<file path="src/design/phymux_pkg.sv">
// Package of constants, enumerations and carriers for the PHY pin-function block.
package phymux_pkg;

  // Register byte offsets on the AHB-Lite slave.
  localparam logic [7:0] PHYMUX_OFS_MODE = 8'h00;
  localparam logic [7:0] PHYMUX_OFS_COLSEL = 8'h04;
  localparam logic [7:0] PHYMUX_OFS_RXD3SEL = 8'h08;
  localparam logic [7:0] PHYMUX_OFS_GPIO = 8'h0C;
  localparam logic [7:0] PHYMUX_OFS_STATUS = 8'h10;
  localparam logic [7:0] PHYMUX_OFS_STRAP = 8'h14;

  // AHB encodings used by the slave.
  localparam logic [1:0] PHYMUX_HTRANS_NONSEQ = 2'h2;
  localparam logic [1:0] PHYMUX_HTRANS_SEQ = 2'h3;
  localparam logic [2:0] PHYMUX_HSIZE_WORD = 3'h2;
  localparam logic [1:0] PHYMUX_ADDR_LSB_ZERO = 2'h0;

  // Field positions inside the registers.
  localparam int PHYMUX_MODE_LSB = 0;
  localparam int PHYMUX_FDX_BIT = 2;
  localparam int PHYMUX_SEL_LSB = 0;
  localparam int PHYMUX_GPIO_OUT_BIT = 0;
  localparam int PHYMUX_GPIO_OE_BIT = 1;

  // Widths.
  localparam int PHYMUX_STRAP_W = 10;
  localparam int PHYMUX_DATA_W = 32;

  // Reset values of the software registers.
  localparam logic [1:0] PHYMUX_MODE_RST = 2'h0;
  localparam logic [1:0] PHYMUX_SEL_RST = 2'h0;
  localparam logic [31:0] PHYMUX_ZERO_WORD = 32'h0000_0000;

  // Strap pull directions during reset: 1 = pull up, 0 = pull down.
  // Order: ind0, crs, col, rxer, ind1, rxdv, rxd0..rxd3.
  localparam logic [9:0] PHYMUX_STRAP_PULLUP = 10'h00F;

  // MAC interface mode.
  typedef enum logic [1:0] {
    PHYMUX_IF_MII = 2'h0,
    PHYMUX_IF_RMII = 2'h1,
    PHYMUX_IF_RGMII = 2'h2
  } phymux_ifmode_t;

  // Function selection of a multiplexed pin.
  typedef enum logic [1:0] {
    PHYMUX_FN_IFACE = 2'h0,
    PHYMUX_FN_LED = 2'h1,
    PHYMUX_FN_GPIO = 2'h2
  } phymux_fn_t;

  // Four-signal pin carrier.
  typedef struct packed {
    logic o;
    logic oe;
    logic pu;
    logic pd;
  } phymux_pad_t;

  // AHB-Lite request carrier.
  typedef struct packed {
    logic hsel;
    logic [7:0] haddr;
    logic [1:0] htrans;
    logic hwrite;
    logic [2:0] hsize;
    logic hready;
  } phymux_ahb_req_t;

endpackage

</file>
<file path="src/design/phymux_ahb_slave.sv">
// AHB-Lite slave front end that turns bus transfers into register strobes.
`timescale 1ns/1ps
module phymux_ahb_slave
  import phymux_pkg::*;
(
  input wire logic ref_clk,
  input wire logic srst,
  input wire phymux_pkg::phymux_ahb_req_t req,
  output logic wr_stb,
  output logic rd_stb,
  output logic [7:0] reg_addr,
  output logic hreadyout,
  output logic hresp
);

  ////////////////////////////////////////////////////////////////////////
  // Address-phase decode.
  ////////////////////////////////////////////////////////////////////////

  // A valid word transfer; other sizes or misaligned words are ignored.
  wire logic xfer_valid;
  assign xfer_valid = req.hsel && req.hready && req.hsize == PHYMUX_HSIZE_WORD &&
                      req.haddr[1:0] == PHYMUX_ADDR_LSB_ZERO &&
                      (req.htrans == PHYMUX_HTRANS_NONSEQ || req.htrans == PHYMUX_HTRANS_SEQ);

  logic wr_reg;
  logic rd_reg;
  logic [7:0] addr_reg;

  // Latch the address phase; the data phase follows in the next cycle.
  always_ff @(posedge ref_clk) begin
    if (srst) begin
      wr_reg <= 1'b0;
      rd_reg <= 1'b0;
      addr_reg <= 8'h00;
    end else begin
      wr_reg <= xfer_valid && req.hwrite;
      rd_reg <= xfer_valid && !req.hwrite;
      if (xfer_valid) begin
        addr_reg <= req.haddr;
      end
    end
  end

  // Zero wait states, always OKAY; an unmapped address reads zero.
  assign wr_stb = wr_reg;
  assign rd_stb = rd_reg;
  assign reg_addr = addr_reg;
  assign hreadyout = 1'b1;
  assign hresp = 1'b0;

endmodule

</file>
<file path="src/design/phymux_strap_latch.sv">
// Strap capture register that samples the strap pins on reset release.
`timescale 1ns/1ps
module phymux_strap_latch
  import phymux_pkg::*;
(
  input wire logic ref_clk,
  input wire logic srst,
  input wire logic [PHYMUX_STRAP_W-1:0] strap_in,
  output logic [PHYMUX_STRAP_W-1:0] strap_q
);

  ////////////////////////////////////////////////////////////////////////
  // Capture on the first clock after reset releases.
  ////////////////////////////////////////////////////////////////////////

  logic srst_d_reg;
  logic [PHYMUX_STRAP_W-1:0] strap_reg;

  // The pins are held by their pulls during reset, so the first edge
  // after release sees the board's strap level, not a driven value.
  always_ff @(posedge ref_clk) begin
    srst_d_reg <= srst;
    if (srst_d_reg && !srst) begin
      strap_reg <= strap_in;
    end
  end

  assign strap_q = strap_reg;

endmodule

</file>
<file path="src/design/phymux_top.sv">
// Pin-function multiplexer and reset pin states of the PHY MAC interface.
// Overview of operation
// MII collision LED only when full-duplex, configured.
// RMII/RGMII collision pin LED via register.
// Collision pin selectable as general_io_two.
// MII/RGMII receive bit 3 stays data; the code lets a general_io_three request take it in any mode.
// RMII receive bit 3 LED via register.
// Receive bit 3 selectable as general_io_three.
// In reset transmit clock driven low.
// RGMII after reset: transmit clock is input.
// Reset pulls on management, interrupt, transmit, receive clock.
// Reset strap pulls up or down per pin.
// Board overrides weak straps with external resistor.
// Chip reset held low long enough.
// Default function until selected; straps sampled at release.
`timescale 1ns/1ps
module phymux_top
  import phymux_pkg::*;
(
  input wire logic ref_clk,
  input wire logic srst,
  input wire logic hsel,
  input wire logic [7:0] haddr,
  input wire logic [1:0] htrans,
  input wire logic hwrite,
  input wire logic [2:0] hsize,
  input wire logic [31:0] hwdata,
  input wire logic hready,
  output logic [31:0] hrdata,
  output logic hreadyout,
  output logic hresp,
  input wire logic col_core,
  input wire logic rxd3_core,
  input wire logic led_core,
  input wire logic txclk_core,
  input wire logic col_pin_in,
  input wire logic rxd3_pin_in,
  input wire logic [PHYMUX_STRAP_W-1:0] strap_pin_in,
  output phymux_pkg::phymux_pad_t col_pad,
  output phymux_pkg::phymux_pad_t rxd3_pad,
  output phymux_pkg::phymux_pad_t txclk_pad,
  output phymux_pkg::phymux_pad_t mdio_pad,
  output phymux_pkg::phymux_pad_t mdc_pad,
  output phymux_pkg::phymux_pad_t int_n_pad,
  output phymux_pkg::phymux_pad_t txin_pad,
  output phymux_pkg::phymux_pad_t rxclk_pad,
  output logic [PHYMUX_STRAP_W-1:0] strap_pu,
  output logic [PHYMUX_STRAP_W-1:0] strap_pd
);

  import phymux_pkg::*;

  ////////////////////////////////////////////////////////////////////////
  // Bus front end.
  ////////////////////////////////////////////////////////////////////////

  phymux_ahb_req_t ahb_req; // Bundled address phase.
  logic wr_stb; // Data-phase write.
  logic rd_stb; // Data-phase read.
  logic [7:0] reg_addr; // Latched address.
  logic slv_ready;
  logic slv_resp;

  assign ahb_req = '{hsel: hsel, haddr: haddr, htrans: htrans, hwrite: hwrite,
                     hsize: hsize, hready: hready};

  phymux_ahb_slave phymux_ahb_slave_inst (
    .ref_clk(ref_clk),
    .srst(srst),
    .req(ahb_req),
    .wr_stb(wr_stb),
    .rd_stb(rd_stb),
    .reg_addr(reg_addr),
    .hreadyout(slv_ready),
    .hresp(slv_resp)
  );

  // Straps are latched on release of reset.
  logic [PHYMUX_STRAP_W-1:0] strap_q;

  phymux_strap_latch phymux_strap_latch_inst (
    .ref_clk(ref_clk),
    .srst(srst),
    .strap_in(strap_pin_in),
    .strap_q(strap_q)
  );

  ////////////////////////////////////////////////////////////////////////
  // Software registers.
  ////////////////////////////////////////////////////////////////////////

  logic [1:0] mode_reg; // Interface mode.
  logic fdx_reg; // Full-duplex indication, written through the mode register.
  logic [1:0] colsel_reg; // Collision pin function request.
  logic [1:0] rxd3sel_reg; // Receive bit 3 function request.
  logic gio2_out_reg; // general_io_two output value.
  logic gio2_oe_reg; // general_io_two output enable.
  logic gio3_out_reg; // general_io_three output value.
  logic gio3_oe_reg; // general_io_three output enable.

  // Decoded write selects.
  wire logic wr_mode;
  wire logic wr_colsel;
  wire logic wr_rxd3sel;
  wire logic wr_gpio;
  assign wr_mode = wr_stb && reg_addr == PHYMUX_OFS_MODE;
  assign wr_colsel = wr_stb && reg_addr == PHYMUX_OFS_COLSEL;
  assign wr_rxd3sel = wr_stb && reg_addr == PHYMUX_OFS_RXD3SEL;
  assign wr_gpio = wr_stb && reg_addr == PHYMUX_OFS_GPIO;

  // Every pin starts in its interface role; only a write moves it.
  always_ff @(posedge ref_clk) begin
    if (srst) begin
      mode_reg <= PHYMUX_MODE_RST;
      fdx_reg <= 1'b0;
      colsel_reg <= PHYMUX_SEL_RST;
      rxd3sel_reg <= PHYMUX_SEL_RST;
      gio2_out_reg <= 1'b0;
      gio2_oe_reg <= 1'b0;
      gio3_out_reg <= 1'b0;
      gio3_oe_reg <= 1'b0;
    end else begin
      if (wr_mode) begin
        mode_reg <= hwdata[PHYMUX_MODE_LSB +: 2];
        fdx_reg <= hwdata[PHYMUX_FDX_BIT];
      end
      if (wr_colsel) begin
        colsel_reg <= hwdata[PHYMUX_SEL_LSB +: 2];
      end
      if (wr_rxd3sel) begin
        rxd3sel_reg <= hwdata[PHYMUX_SEL_LSB +: 2];
      end
      if (wr_gpio) begin
        gio2_out_reg <= hwdata[PHYMUX_GPIO_OUT_BIT];
        gio2_oe_reg <= hwdata[PHYMUX_GPIO_OE_BIT];
        gio3_out_reg <= hwdata[PHYMUX_GPIO_OUT_BIT + 8];
        gio3_oe_reg <= hwdata[PHYMUX_GPIO_OE_BIT + 8];
      end
    end
  end

  ////////////////////////////////////////////////////////////////////////
  // Effective function of each multiplexed pin.
  ////////////////////////////////////////////////////////////////////////

  // Resolve a request against what the current mode permits.
  function automatic phymux_fn_t resolve(input logic [1:0] req, input logic led_ok);
    phymux_fn_t f;
    f = PHYMUX_FN_IFACE;
    if (req == PHYMUX_FN_GPIO) begin
      f = PHYMUX_FN_GPIO;
    end else if (req == PHYMUX_FN_LED && led_ok) begin
      f = PHYMUX_FN_LED;
    end
    return f;
  endfunction

  wire logic is_mii;
  wire logic is_rmii;
  wire logic is_rgmii;
  assign is_mii = mode_reg == PHYMUX_IF_MII;
  assign is_rmii = mode_reg == PHYMUX_IF_RMII;
  assign is_rgmii = mode_reg == PHYMUX_IF_RGMII;

  // Collision LED: MII only in full duplex, since half duplex needs the
  // collision signal; the other modes always may.
  wire logic col_led_ok;
  assign col_led_ok = (is_mii && fdx_reg) || is_rmii || is_rgmii;

  // Receive bit 3 is free for an LED only in RMII.
  wire logic rxd3_led_ok;
  assign rxd3_led_ok = is_rmii;

  wire phymux_fn_t col_fn;
  wire phymux_fn_t rxd3_fn;
  assign col_fn = resolve(colsel_reg, col_led_ok);
  // The general-purpose role is honoured in any mode; software that
  // takes bit 3 away in MII or RGMII breaks its own data path.
  assign rxd3_fn = resolve(rxd3sel_reg, rxd3_led_ok);

  ////////////////////////////////////////////////////////////////////////
  // Pad next-state decode.
  ////////////////////////////////////////////////////////////////////////

  phymux_pad_t col_next;
  phymux_pad_t rxd3_next;
  phymux_pad_t txclk_next;

  always_comb begin
    col_next = '{o: 1'b0, oe: 1'b0, pu: 1'b0, pd: 1'b0};
    case (col_fn)
      PHYMUX_FN_IFACE: col_next = '{o: col_core, oe: 1'b1, pu: 1'b0, pd: 1'b0};
      PHYMUX_FN_LED: col_next = '{o: led_core, oe: 1'b1, pu: 1'b0, pd: 1'b0};
      PHYMUX_FN_GPIO: col_next = '{o: gio2_out_reg, oe: gio2_oe_reg, pu: 1'b0, pd: 1'b0};
      default: col_next = '{o: 1'b0, oe: 1'b0, pu: 1'b0, pd: 1'b0};
    endcase
    rxd3_next = '{o: 1'b0, oe: 1'b0, pu: 1'b0, pd: 1'b0};
    case (rxd3_fn)
      PHYMUX_FN_IFACE: rxd3_next = '{o: rxd3_core, oe: 1'b1, pu: 1'b0, pd: 1'b0};
      PHYMUX_FN_LED: rxd3_next = '{o: led_core, oe: 1'b1, pu: 1'b0, pd: 1'b0};
      PHYMUX_FN_GPIO: rxd3_next = '{o: gio3_out_reg, oe: gio3_oe_reg, pu: 1'b0, pd: 1'b0};
      default: rxd3_next = '{o: 1'b0, oe: 1'b0, pu: 1'b0, pd: 1'b0};
    endcase
    // In RGMII the MAC sources the transmit clock once out of reset.
    if (is_rgmii) begin
      txclk_next = '{o: 1'b0, oe: 1'b0, pu: 1'b0, pd: 1'b0};
    end else begin
      txclk_next = '{o: txclk_core, oe: 1'b1, pu: 1'b0, pd: 1'b0};
    end
  end

  ////////////////////////////////////////////////////////////////////////
  // Registered pads; reset forces the documented reset states.
  ////////////////////////////////////////////////////////////////////////

  // Outputs are registered, so a pad follows reset one edge later.
  always_ff @(posedge ref_clk) begin
    if (srst) begin
      txclk_pad <= '{o: 1'b0, oe: 1'b1, pu: 1'b0, pd: 1'b0};
      mdio_pad <= '{o: 1'b0, oe: 1'b0, pu: 1'b0, pd: 1'b0};
      mdc_pad <= '{o: 1'b0, oe: 1'b0, pu: 1'b0, pd: 1'b1};
      int_n_pad <= '{o: 1'b0, oe: 1'b0, pu: 1'b1, pd: 1'b0};
      txin_pad <= '{o: 1'b0, oe: 1'b0, pu: 1'b0, pd: 1'b1};
      rxclk_pad <= '{o: 1'b0, oe: 1'b0, pu: 1'b0, pd: 1'b1};
      col_pad <= '{o: 1'b0, oe: 1'b0, pu: 1'b1, pd: 1'b0};
      rxd3_pad <= '{o: 1'b0, oe: 1'b0, pu: 1'b0, pd: 1'b1};
      strap_pu <= PHYMUX_STRAP_PULLUP;
      strap_pd <= ~PHYMUX_STRAP_PULLUP;
    end else begin
      txclk_pad <= txclk_next;
      mdio_pad <= '{o: 1'b0, oe: 1'b0, pu: 1'b0, pd: 1'b0};
      mdc_pad <= '{o: 1'b0, oe: 1'b0, pu: 1'b0, pd: 1'b0};
      int_n_pad <= '{o: 1'b0, oe: 1'b0, pu: 1'b0, pd: 1'b0};
      txin_pad <= '{o: 1'b0, oe: 1'b0, pu: 1'b0, pd: 1'b0};
      rxclk_pad <= '{o: 1'b0, oe: 1'b0, pu: 1'b0, pd: 1'b0};
      col_pad <= col_next;
      rxd3_pad <= rxd3_next;
      strap_pu <= '0;
      strap_pd <= '0;
    end
  end

  ////////////////////////////////////////////////////////////////////////
  // Read data.
  ////////////////////////////////////////////////////////////////////////

  logic [31:0] rdata_next;

  // A read is recognised in its address phase, so that its word can stand
  // in the very next cycle; the slave inserts no wait state to buy time.
  wire logic rd_addr_ph;
  assign rd_addr_ph = hsel && hready && !hwrite && hsize == PHYMUX_HSIZE_WORD &&
                      haddr[1:0] == PHYMUX_ADDR_LSB_ZERO &&
                      (htrans == PHYMUX_HTRANS_NONSEQ || htrans == PHYMUX_HTRANS_SEQ);

  // Status shows the resolved functions and the pin levels.
  // The word is chosen by the live address, not the latched one.
  always_comb begin
    rdata_next = PHYMUX_ZERO_WORD;
    case (haddr)
      PHYMUX_OFS_MODE: rdata_next = {29'h0000_0000, fdx_reg, mode_reg};
      PHYMUX_OFS_COLSEL: rdata_next = {30'h0000_0000, colsel_reg};
      PHYMUX_OFS_RXD3SEL: rdata_next = {30'h0000_0000, rxd3sel_reg};
      PHYMUX_OFS_GPIO: rdata_next = {22'h00_0000, gio3_oe_reg, gio3_out_reg, 6'h00, gio2_oe_reg, gio2_out_reg};
      PHYMUX_OFS_STATUS: rdata_next = {22'h00_0000, rxd3_pin_in, col_pin_in, 2'h0, rxd3_fn, 2'h0, col_fn};
      PHYMUX_OFS_STRAP: rdata_next = {22'h00_0000, strap_q};
      default: rdata_next = PHYMUX_ZERO_WORD;
    endcase
  end

  // Read data is captured at the end of the address phase and stands for
  // the data phase only; the strobe of that data phase clears it again.
  // Limitation: a read issued directly behind a write to the same word
  // returns the value from before that write, since both share one edge.
  logic [31:0] hrdata_reg;
  always_ff @(posedge ref_clk) begin
    if (srst) begin
      hrdata_reg <= PHYMUX_ZERO_WORD;
    end else if (rd_addr_ph) begin
      // A new read wins over the clear of the one before it.
      hrdata_reg <= rdata_next;
    end else if (rd_stb) begin
      // Data phase over: return the bus to zero.
      hrdata_reg <= PHYMUX_ZERO_WORD;
    end
  end

  // The read bus comes straight from its flip-flop.
  assign hrdata = hrdata_reg;
  assign hreadyout = slv_ready;
  assign hresp = slv_resp;

endmodule

</file>
<file path="config.mk">
export PLATFORM = sky130hd
export DESIGN_NAME = phymux_top
export DESIGN_NICKNAME = d
export VERILOG_FILES = /design/src/design/phymux_pkg.sv /design/src/design/phymux_ahb_slave.sv /design/src/design/phymux_strap_latch.sv /design/src/design/phymux_top.sv
export SDC_FILE = /design/constraint.sdc
export NUM_CORES = 1
export LEC_CHECK = 0
export BUFFER_PORTS_ARGS = -buffer_cell sky130_fd_sc_hd__clkbuf_2
export CORE_ASPECT_RATIO = 1.2
export CORE_UTILIZATION = 40
export CTS_BUF_LIST = sky130_fd_sc_hd__clkbuf_4 sky130_fd_sc_hd__clkbuf_8
export CTS_CLUSTER_SIZE = 12
export DETAILED_ROUTE_END_ITERATION = 10
export PLACE_DENSITY = 0.78
export SLEW_MARGIN = 20
export SYNTH_ARGS = -nofsm -noshare
export SYNTH_HDL_FRONTEND = slang
export SYNTH_SLANG_ARGS = --single-unit
</file>
<file path="constraint.sdc">
create_clock -name ref_clk -period 2.4 [get_ports ref_clk]
set_clock_uncertainty 0.1 [all_clocks]
set_input_delay 0.48 -clock ref_clk [delete_from_list [all_inputs] [get_ports ref_clk]]
set_output_delay 0.48 -clock ref_clk [all_outputs]
set_load 0.005 [all_outputs]
</file>
==> results of run 1 <==
-- cells by family after synthesis --
group,after synthesis
and+or+nand+nor,80
muxes,23
DFF,49
other,2
buffers and inverters,79
AOI/OAI and AO/OA,30
-- power breakdown --
part | internal (W) | switching (W) | leakage, nW | total, W
Clock | 0.000226 | 0.000256 | 0.0467 | 0.000482
Sequential | 0.000854 | 0.00000660 | 0.410 | 0.000860
Combinational | 0.0000571 | 0.0000812 | 0.890 | 0.000138
Total | 0.00114 | 0.000344 | 1.35 | 0.00148
-- final timing paths --
check | cells after the start | slack [ps] | startpoint | endpoint
worst max register to register | 4 | 810 | phymux_ahb_slave_inst.reg_addr[4]$_SDFFE_PP0P_ | gio2_out_reg$_SDFFE_PP0P_
worst max-delay path | 5 | 620 | haddr[0] | hrdata[1]$_SDFFE_PP0P_
worst min-delay path | 1 | 250 | strap_pin_in[9] | phymux_strap_latch_inst.strap_q[9]$_DFFE_PP_
worst min register to register | 2 | 360 | hrdata[9]$_SDFFE_PP0P_ | hrdata[9]$_SDFFE_PP0P_
-- cells in the mapped netlist (3+ instances only) --
cell / number
a21oi_1: 10
buf_4: 69
clkbuf_1: 7
dfxtp_1: 39
edfxtp_1: 10
mux2i_1: 21
nand2_1: 12
nand2b_1: 4
nand3_1: 3
nand3b_1: 6
nand4b_1: 3
nor2_1: 22
nor2b_1: 3
nor3_1: 4
o21ai_0: 7
-- worst max-delay path, cell delays in order --
cell and delay (ps):
clkbuf_2 100, or4_4 560, nor4_2 410, o311ai_1 190, a21oi_1 170
-- per-layer routing --
layer	GRT usage, %	part of all wire (%)	up-vias
met4	5.56	2.0	0
met3	3.36	5.8	10
li1	-	-	903
met5	0	0	-
met2	25.9	50	88
met1	17.8	43	877
-- area by class of cell --
cell class / instances / area [sq um] / area share (%)
repair buffers: 74 / 383 / 13.6
inverters: 2 / 7.51 / 0.268
clock inverters: 1 / 3.75 / 0.134
multi-input cells: 187 / 1140 / 40.8
clock buffers: 7 / 83.8 / 2.99
well taps: 82 / 103 / 3.66
flip-flops and latches: 49 / 1080 / 38.5
-- per-stage QoR --
stage / cells / power [W] / hold slack, ps / worst slack (ps)
after floorplan: 315 / 0.00103 / 338 / 677
after CTS: 402 / 0.00149 / 241 / 600
after detailed placement: 394 / 0.00102 / 348 / 291
after global routing: 402 / 0.00155 / 237 / 444
after global placement: 394 / 0.00101 / 342 / 327
final: 402 / 0.00148 / 248 / 620
-- cells in the final DEF (no fill, tap or decap), drive strengths merged, types with 2 or more instances in the layout --
| cell type | synthesis | layout |
|---|---|---|
| clkbuf | 7 | 76 |
| conb | 2 | 54 |
| dfxtp | 39 | 39 |
| nor2 | 22 | 22 |
| mux2i | 21 | 21 |
| nand2 | 12 | 12 |
| a21oi | 10 | 10 |
| edfxtp | 10 | 10 |
| o21ai | 7 | 7 |
| nand3b | 6 | 6 |
| buf | 70 | 5 |
| nor3 | 4 | 4 |
| nand2b | 4 | 4 |
| nor2b | 3 | 3 |
| nand3 | 3 | 3 |
| nand4b | 3 | 3 |
| and4bb | 3 | 3 |
| nand4bb | 3 | 3 |
| inv | 2 | 2 |
| a22oi | 2 | 2 |
| and3 | 2 | 2 |
| a21boi | 2 | 2 |
| nor4bb | 2 | 2 |
| mux2 | 2 | 2 |
| and3b | 2 | 2 |
| or4 | 2 | 2 |
| nor4 | 2 | 2 |
| nor4b | 2 | 2 |
==> impl_metrics.py, run 1 <==
metrics = {
    "sta": {
        "finalSetupViolations": 0,
        "drv_slew": 0,
        "finalCritPeriodShare_pct": 74.2,
        "tns_ps": 0,
        "finalWorstPathRequiredPeriod_ps": 1780,
        "rsz0062_at_grt": "false",
        "fmax_ghz": 0.562,
        "finalHoldViolCount": 0,
    },
    "routing": {
        "ant_nets": 0,
        "routedWlPerCell_microns": 12.5,
        "dr.pass1.iters": 4,
        "wirelength_microns": 5040,
        "vias_per_cell": 4.67,
        "drc": 0,
        "initialDrtViolationCount": 56,
        "vias": 1878,
    },
    "setup_path": {
        "cp_max_fo": 4,
        "arrival_ps": 1920,
        "critical_path_class": "in -> reg",
        "worstSetupEndpointType": "flip-flop",
        "crit_path_start_kind": "input pin",
        "cp_data_required_time_ps": 2540,
    },
    "clock_tree": {
        "clock_insertion_delay_worst_skew_ps": 300,
        "cts_max_level": 2,
        "cts_tree": "built",
        "hold_buffers": 0,
        "path_clk_slew_ps": 90,
        "clkSinkCount": 49,
        "numCtsBuffers": 5,
        "cts_setup_buffers": 0,
        "cts_resized": 0,
        "root_buffer": "clkbuf_8",
        "clk_path_buf_depth": 2,
    },
    "finish": {
        "drive_gt1_share_pct": 28.7,
        "area_growth_pct": 8.47,
        "finalInstanceArea_sq_mm": 0.00281,
        "antenna_cells": 0,
        "fin_util_pct": 45.8,
        "fillers": 600,
        "nets": 385,
    },
    "synthesis": {
        "postSynth.asyncResetShare_pct": 0,
        "synth_seq_area_share_pct": 41.8,
        "yosys.area_share.adder_pct": 0,
        "yosys.area_share.xor_xnor_pct": 0,
        "netlist_area_sq_mm": 0.00259,
        "synth_compound_area_share_pct": 7.35,
        "ys_ff_latch": 49,
        "synthMuxAreaShare_pct": 9.00,
        "syn_avg_cell_area_sq_um": 9.83,
        "yosys_warnings": 0,
        "synth_edf_count": 10,
        "synth_area_leaders": "dfxtp_1, buf_4, edfxtp_1",
        "synth-simple-area-share_pct": 20.0,
        "syn_inst": 263,
        "synthFlopType": "dfxtp_1",
        "synth_top_family_by_area": "buffers and inverters",
        "yosysTopAreaCell": "dfxtp_1",
        "synth.distinct_cells": 48,
        "synth.top_cell.area_share_pct": 30.2,
    },
    "power_and_ir_drop": {
        "p_leak_nw": 1.35,
        "peakVddDrop_mv": 0.389,
        "power_density_mw_per_mm2": 528,
    },
    "floorplanning": {
        "core_area_sq_mm": 0.00613,
        "rows": 31,
        "io_pins": 152,
        "dieHeight_microns": 90.1,
        "dieArea_sq_mm": 0.00679,
        "start_util_pct": 42.2,
        "die_width_microns": 75.4,
    },
    "flow_run": {
        "drv_cap": 0,
    },
    "global_routing": {
        "track_usage_pct": 15.1,
        "grt_pass1_vias": 1675,
        "grt_first_pass_wirelength_microns": 7830,
        "grt-ovfl-total": 0,
        "antenna_found_initial": 0,
        "grt_max_degree": 27,
    },
    "place": {
        "port_buffers": 69,
        "placed_area_sq_mm": 0.00272,
        "dp_hpwl_microns": 3860,
        "routabilityCongestion": 0.785,
    },
    "run_status": {
        "status": "finished clean",
    },
    "min_path": {
        "hold_class": "in -> reg",
    },
}
Note: power is estimated with default switching activity, not from simulation.
==> run 2, diff against run 1 <==
ABC_AREA = 1   (was default)
PLACE_DENSITY = 0.82   (was 0.78)
clock period = 1.5 ns   (was 2.4 ns; I/O delays follow)
==> run 2 against run 1 <==
Clock power is 52% higher; cell area is 2.4% higher; utilization is 1.4 points higher; total power is 57% higher; final cell count is 19% higher; non-clock buffer count is 9 higher; clock-buffer cell count is 2 lower; global-route usage is 1.1 points higher; sequential power is 59% higher; die area is 1.5% lower; via count is 14% higher.
==> impl_metrics.py, run 2 <==
metrics = {
    "finish": {
        "multi_input_area_sq_um": 988,
        "fillers": 624,
        "area_growth_pct": 12.7,
        "finalInstanceArea_sq_mm": 0.00287,
        "seq_area_sq_mm": 0.00108,
        "antenna_cells": 0,
        "nets": 460,
        "final_cell_mix": "clkbuf_2, conb_1, nand2_1",
        "mostFrequentLayoutCell": "clkbuf_2",
        "fin_util_pct": 47.2,
        "drive_gt1_share_pct": 25.3,
        "stdcell_count": 477,
    },
    "synthesis": {
        "synth_seq_area_share_pct": 42.4,
        "postSynth.asyncResetShare_pct": 0,
        "synth_area_leaders": "dfxtp_1, buf_4, edfxtp_1",
        "synth.most_common_cell": "buf_4",
        "netlist_area_sq_mm": 0.00255,
        "yosysTopAreaCell": "dfxtp_1",
        "yosys_warnings": 0,
        "netlist_top_cells_count": "buf_4, nand2_1, dfxtp_1",
        "synthFlopType": "dfxtp_1",
        "ys_ff_latch": 49,
        "synth.distinct_cells": 25,
        "syn_inst": 327,
        "syn_avg_cell_area_sq_um": 7.79,
        "synth.top_cell.area_share_pct": 30.6,
        "synth_edf_count": 10,
    },
    "floorplanning": {
        "die_width_microns": 74.9,
        "start_util_pct": 41.8,
        "io_pins": 152,
        "core_area_sq_mm": 0.00609,
        "dieArea_sq_mm": 0.00669,
        "dieHeight_microns": 89.4,
        "rows": 31,
    },
    "setup_path": {
        "crit_top_cell": "nand2_1",
        "crit_path_start_kind": "flip-flop",
        "cp_data_required_time_ps": 1590,
        "cp_slowest_cell": "dfxtp_1",
        "critical_path_class": "reg -> reg",
        "worstSetupEndpointType": "flip-flop",
        "path_cells": "nor2_1 > nand2_1 > nor3_2 > buf_4 > nand2_1 > o21ai_0 > a21oi_1",
        "max_stage_delay_ps": 320,
        "cp_max_fo": 5,
        "arrival_ps": 1470,
    },
    "clock_tree": {
        "cts_max_level": 2,
        "clock_insertion_delay_worst_skew_ps": 290,
        "cts_tree": "built",
        "numCtsBuffers": 5,
        "path_clk_slew_ps": 90,
        "clkSinkCount": 49,
        "root_buffer": "clkbuf_8",
        "clk_path_buf_depth": 2,
        "cts_setup_buffers": 0,
    },
    "sta": {
        "fmax_ghz": 0.720,
        "finalSetupViolations": 0,
        "finalHoldViolCount": 0,
        "drv_slew": 0,
        "finalCritPeriodShare_pct": 92.5,
        "finalWorstPathRequiredPeriod_ps": 1390,
        "tns_ps": 0,
    },
    "flow_run": {
        "drv_cap": 0,
    },
    "power_and_ir_drop": {
        "peakVddDrop_mv": 0.548,
        "power_density_mw_per_mm2": 808,
        "p_leak_nw": 1.40,
    },
    "global_routing": {
        "grt-ovfl-total": 0,
        "track_usage_pct": 16.2,
        "grt_pass1_vias": 1889,
        "antenna_found_initial": 0,
        "grt_first_pass_wirelength_microns": 8250,
        "grt_max_degree": 21,
    },
    "routing": {
        "ant_nets": 0,
        "drc": 0,
        "vias": 2149,
        "routedWlPerCell_microns": 11.0,
        "dr.pass1.iters": 4,
        "wirelength_microns": 5240,
        "initialDrtViolationCount": 64,
        "vias_per_cell": 4.51,
    },
    "place": {
        "dp_hpwl_microns": 4290,
        "dp.cells": 469,
        "routabilityCongestion": 0.878,
        "port_buffers": 69,
        "placed_area_sq_mm": 0.00278,
    },
    "run_status": {
        "status": "finished clean",
    },
    "min_path": {
        "hold_class": "in -> reg",
    },
}
==> run 2: report_power, final <==
group / internal (W) / total (W) / switching, W / leakage (nW)
Clock: 0.000315 / 0.000734 / 0.000419 / 0.0430
Combinational: 0.0000860 / 0.000212 / 0.000126 / 0.948
Sequential: 0.00137 / 0.00137 / 0.00000747 / 0.410
==> run 2: layout make-up <==
class / instances / share of cell area [%]
sequential: 49 / 37.6
multi-input combinational: 217 / 34.4
timing repair buffer: 83 / 16.6
inverter: 38 / 4.97
tap: 82 / 3.57
clock buffer: 5 / 2.40
clock inverter: 3 / 0.436
==> run 2: path summary, 6_finish.rpt <==
path	startpoint	end	slack (ps)	cells after the start
min reg2reg	phymux_ahb_slave_inst.reg_addr[1]$_SDFFE_PP0P_	phymux_ahb_slave_inst.reg_addr[1]$_SDFFE_PP0P_	340	2
max reg2reg	phymux_ahb_slave_inst.reg_addr[7]$_SDFFE_PP0P_	mode_reg[1]$_SDFFE_PP0P_	110	7
min	strap_pin_in[8]	phymux_strap_latch_inst.strap_q[8]$_DFFE_PP_	70	1
max	phymux_ahb_slave_inst.reg_addr[7]$_SDFFE_PP0P_	mode_reg[1]$_SDFFE_PP0P_	110	7
==> run 2: timing repair <==
item / 4_1_cts / 5_1_grt
setup endpoints to repair: 0 / 7
hold buffers: 0 / 0
resized for setup: 0 / 5
==> run 2: logic make-up (layout without fill, tap and decap cells) <==
group / count (synthesis) / count (layout) / share of synthesized area (%)
and+or+nand+nor: 110 / 110 / 19.5
AOI/OAI and AO/OA: 53 / 53 / 10.8
buffers and inverters: 113 / 129 / 27.0
other: 2 / 54 / 0.295
DFF: 49 / 49 / 42.4
==> run 2: critical path: cells and delay by family, from the launching register on <==
| family | cells | cell delay [ps] |
|---|---|---|
| buffers and inverters | 1 | 160 |
| flip-flops | 1 | 320 |
| AND/OR/NAND/NOR | 4 | 460 |
| AO/OA/AOI/OAI | 2 | 240 |
==> run 2: metrics by stage <==
| step | worst slack, ps | hold WS (ps) | power [W] |
|---|---|---|---|
| after floorplan | 18.3 | 228 | 0.00163 |
| after global placement | -47.7 | 332 | 0.00161 |
| after detailed placement | -72.4 | 335 | 0.00162 |
| after CTS | 60.6 | 62.0 | 0.00234 |
| after global routing | -33.7 | 64.6 | 0.00242 |
| final | 112 | 74.1 | 0.00232 |
==> run 2: per-layer routing <==
layer	vias up	track usage, %	part of all wire, %	wire [microns]
met1	965	18.3	39	2020
met2	105	29.2	52	2700
met3	17	2.82	6.1	318
met5	-	0	0	0
li1	1062	-	-	-
met4	0	7.89	3.6	189
==> run 3, diff against run 2 <==
CORE_MARGIN = 3   (was default)
CORE_UTILIZATION = 35   (was 40)
PLACE_DENSITY = 0.73   (was 0.82)
RECOVER_POWER = 100   (was default)
==> run 3 against run 2 <==
Die area is 25% higher; routed wire length up 1.7%; fmax grew 2.0%; largest cell class unchanged; largest power group unchanged; highest routed layer unchanged.
==> impl_metrics.py, run 3 (synthesis results as in run 2) <==
metrics = {
    "global_routing": {
        "antenna_found_initial": 0,
        "grt_pass1_vias": 1853,
        "grt_max_degree": 21,
        "grt_first_pass_wirelength_microns": 8280,
        "grt-ovfl-total": 0,
        "track_usage_pct": 12.4,
    },
    "clock_tree": {
        "cts_setup_buffers": 0,
        "cts_tree": "built",
        "clk_path_buf_depth": 2,
        "clkSinkCount": 49,
        "path_clk_slew_ps": 90,
        "cts_resized": 0,
        "cts_max_level": 2,
        "clock_insertion_delay_worst_skew_ps": 290,
        "numCtsBuffers": 5,
        "hold_buffers": 0,
        "root_buffer": "clkbuf_8",
    },
    "setup_path": {
        "crit_path_start_kind": "flip-flop",
        "r2r_cells": 7,
        "crit_top_cell": "nand2_1",
        "r2r_slack_ps": 140,
        "worstSetupEndpointType": "flip-flop",
        "r2r-end": "mode_reg[1]$_SDFFE_PP0P_",
        "path_cells": "nor2_1 > nand2_1 > nor3_1 > buf_4 > nand2_1 > o21ai_0 > a21oi_1",
        "cp_data_required_time_ps": 1590,
        "reg2reg_from": "phymux_ahb_slave_inst.reg_addr[7]$_SDFFE_PP0P_",
        "critical_path_class": "reg -> reg",
        "cp_top_family": "simple AND/OR/NAND/NOR gates",
        "cp_max_fo": 5,
        "max_stage_delay_ps": 320,
        "critPathBufInv": 1,
        "cp_slowest_cell": "dfxtp_1",
        "arrival_ps": 1450,
        "cp-startpoint": "phymux_ahb_slave_inst.reg_addr[7]$_SDFFE_PP0P_",
    },
    "sta": {
        "finalWorstPathRequiredPeriod_ps": 1360,
        "relSlewSlack_pct": 65.3,
        "finalSetupViolations": 0,
        "finalCritPeriodShare_pct": 90.8,
        "drv_slew": 0,
        "finalHoldViolCount": 0,
        "whs_ps": 76.9,
        "tns_ps": 0,
        "worst_slew_pin_slew_ps": 521,
        "fmax_ghz": 0.735,
        "rsz0062_at_grt": "false",
    },
    "finish": {
        "mostFrequentLayoutCell": "clkbuf_2",
        "antenna_cells": 0,
        "drive_gt1_share_pct": 21.0,
        "area_growth_pct": 13.7,
        "nets": 461,
        "final_cell_mix": "clkbuf_2, conb_1, nand2_1",
        "finalInstanceArea_sq_mm": 0.00290,
    },
    "routing": {
        "vias_per_cell": 4.31,
        "routedWlPerCell_microns": 11.0,
        "ant_nets": 0,
        "dr.pass1.iters": 5,
        "initialDrtViolationCount": 110,
        "vias": 2081,
        "wirelength_microns": 5330,
        "drc": 0,
    },
    "floorplanning": {
        "start_util_pct": 36.7,
        "io_pins": 152,
        "rows": 33,
        "die_width_microns": 83.9,
        "dieHeight_microns": 99.5,
        "dieArea_sq_mm": 0.00834,
        "core_area_sq_mm": 0.00694,
    },
    "place": {
        "placed_area_sq_mm": 0.00279,
        "routabilityCongestion": 0.919,
        "port_buffers": 69,
        "dp_hpwl_microns": 4460,
    },
    "min_path": {
        "hold_depth": 1,
        "hold_class": "in -> reg",
        "whs_endpoint": "phymux_strap_latch_inst.strap_q[9]$_DFFE_PP_",
        "worstHoldStart": "strap_pin_in[9]",
    },
    "power_and_ir_drop": {
        "power.share.sequential_pct": 51.5,
        "finalPower_w": 0.00266,
        "p_switching_w": 0.000555,
        "intPower_w": 0.00211,
        "sw_frac_of_total_pct": 20.8,
        "clkPwrFrac_pct": 40.6,
        "p_leak_nw": 1.37,
        "peakVddDrop_mv": 0.476,
        "p_comb_share_pct": 7.9,
        "power_density_mw_per_mm2": 920,
    },
    "run_status": {
        "status": "finished clean",
    },
    "flow_run": {
        "drv_cap": 0,
    },
}
==> run 3: power groups by stage <==
stage	registers, W	clock network [W]	logic, W
floorplan	0.00141	0	0.000222
global placement	0.00140	0	0.000211
detailed placement	0.00140	0	0.000214
CTS	0.00137	0.00110	0.000214
global route	0.00137	0.00116	0.000237
finish	0.00137	0.00108	0.000209
==> run 3: final cells by class <==
class,instances,area [sq um]
fill,736,4040
sequential,49,1080
multi-input combinational,217,978
timing repair buffer,84,452
inverter,38,143
tap,87,109
clock buffer,5,68.8
clock inverter,3,65.1
==> run 3: worst max-delay path by stage <==
stage                                                    to  slack, ps  cells past startpoint
2_1_floorplan  phymux_strap_latch_inst.strap_q[0]$_DFFE_PP_         20                      3
3_3_place_gp                         hrdata[2]$_SDFFE_PP0P_        -40                      7
3_5_place_dp                         hrdata[7]$_SDFFE_PP0P_        -50                      7
4_1_cts                           gio2_out_reg$_SDFFE_PP0P_         90                      7
5_1_grt                           gio3_out_reg$_SDFFE_PP0P_         20                      7
6_report                           mode_reg[1]$_SDFFE_PP0P_        140                      7
==> run 3: routing by layer <==
layer / track usage [%] / wire length (microns) / vias up
met5: 0 / 0 / -
met4: 5.57 / 113 / 0
met3: 2.15 / 361 / 10
met2: 22.6 / 2670 / 93
met1: 13.9 / 2180 / 916
li1: - / - / 1062
==> run 3: per-stage QoR <==
stage / cells / utilization (%) / setup slack [ps]
6_report: 483 / 41.8 / 139
5_1_grt: 483 / 41.8 / 20.6
4_1_cts: 483 / 42.2 / 86.9
3_5_place_dp: 475 / 40.2 / -49.3
3_3_place_gp: 475 / 40.2 / -39.9
2_1_floorplan: 379 / - / 18.3
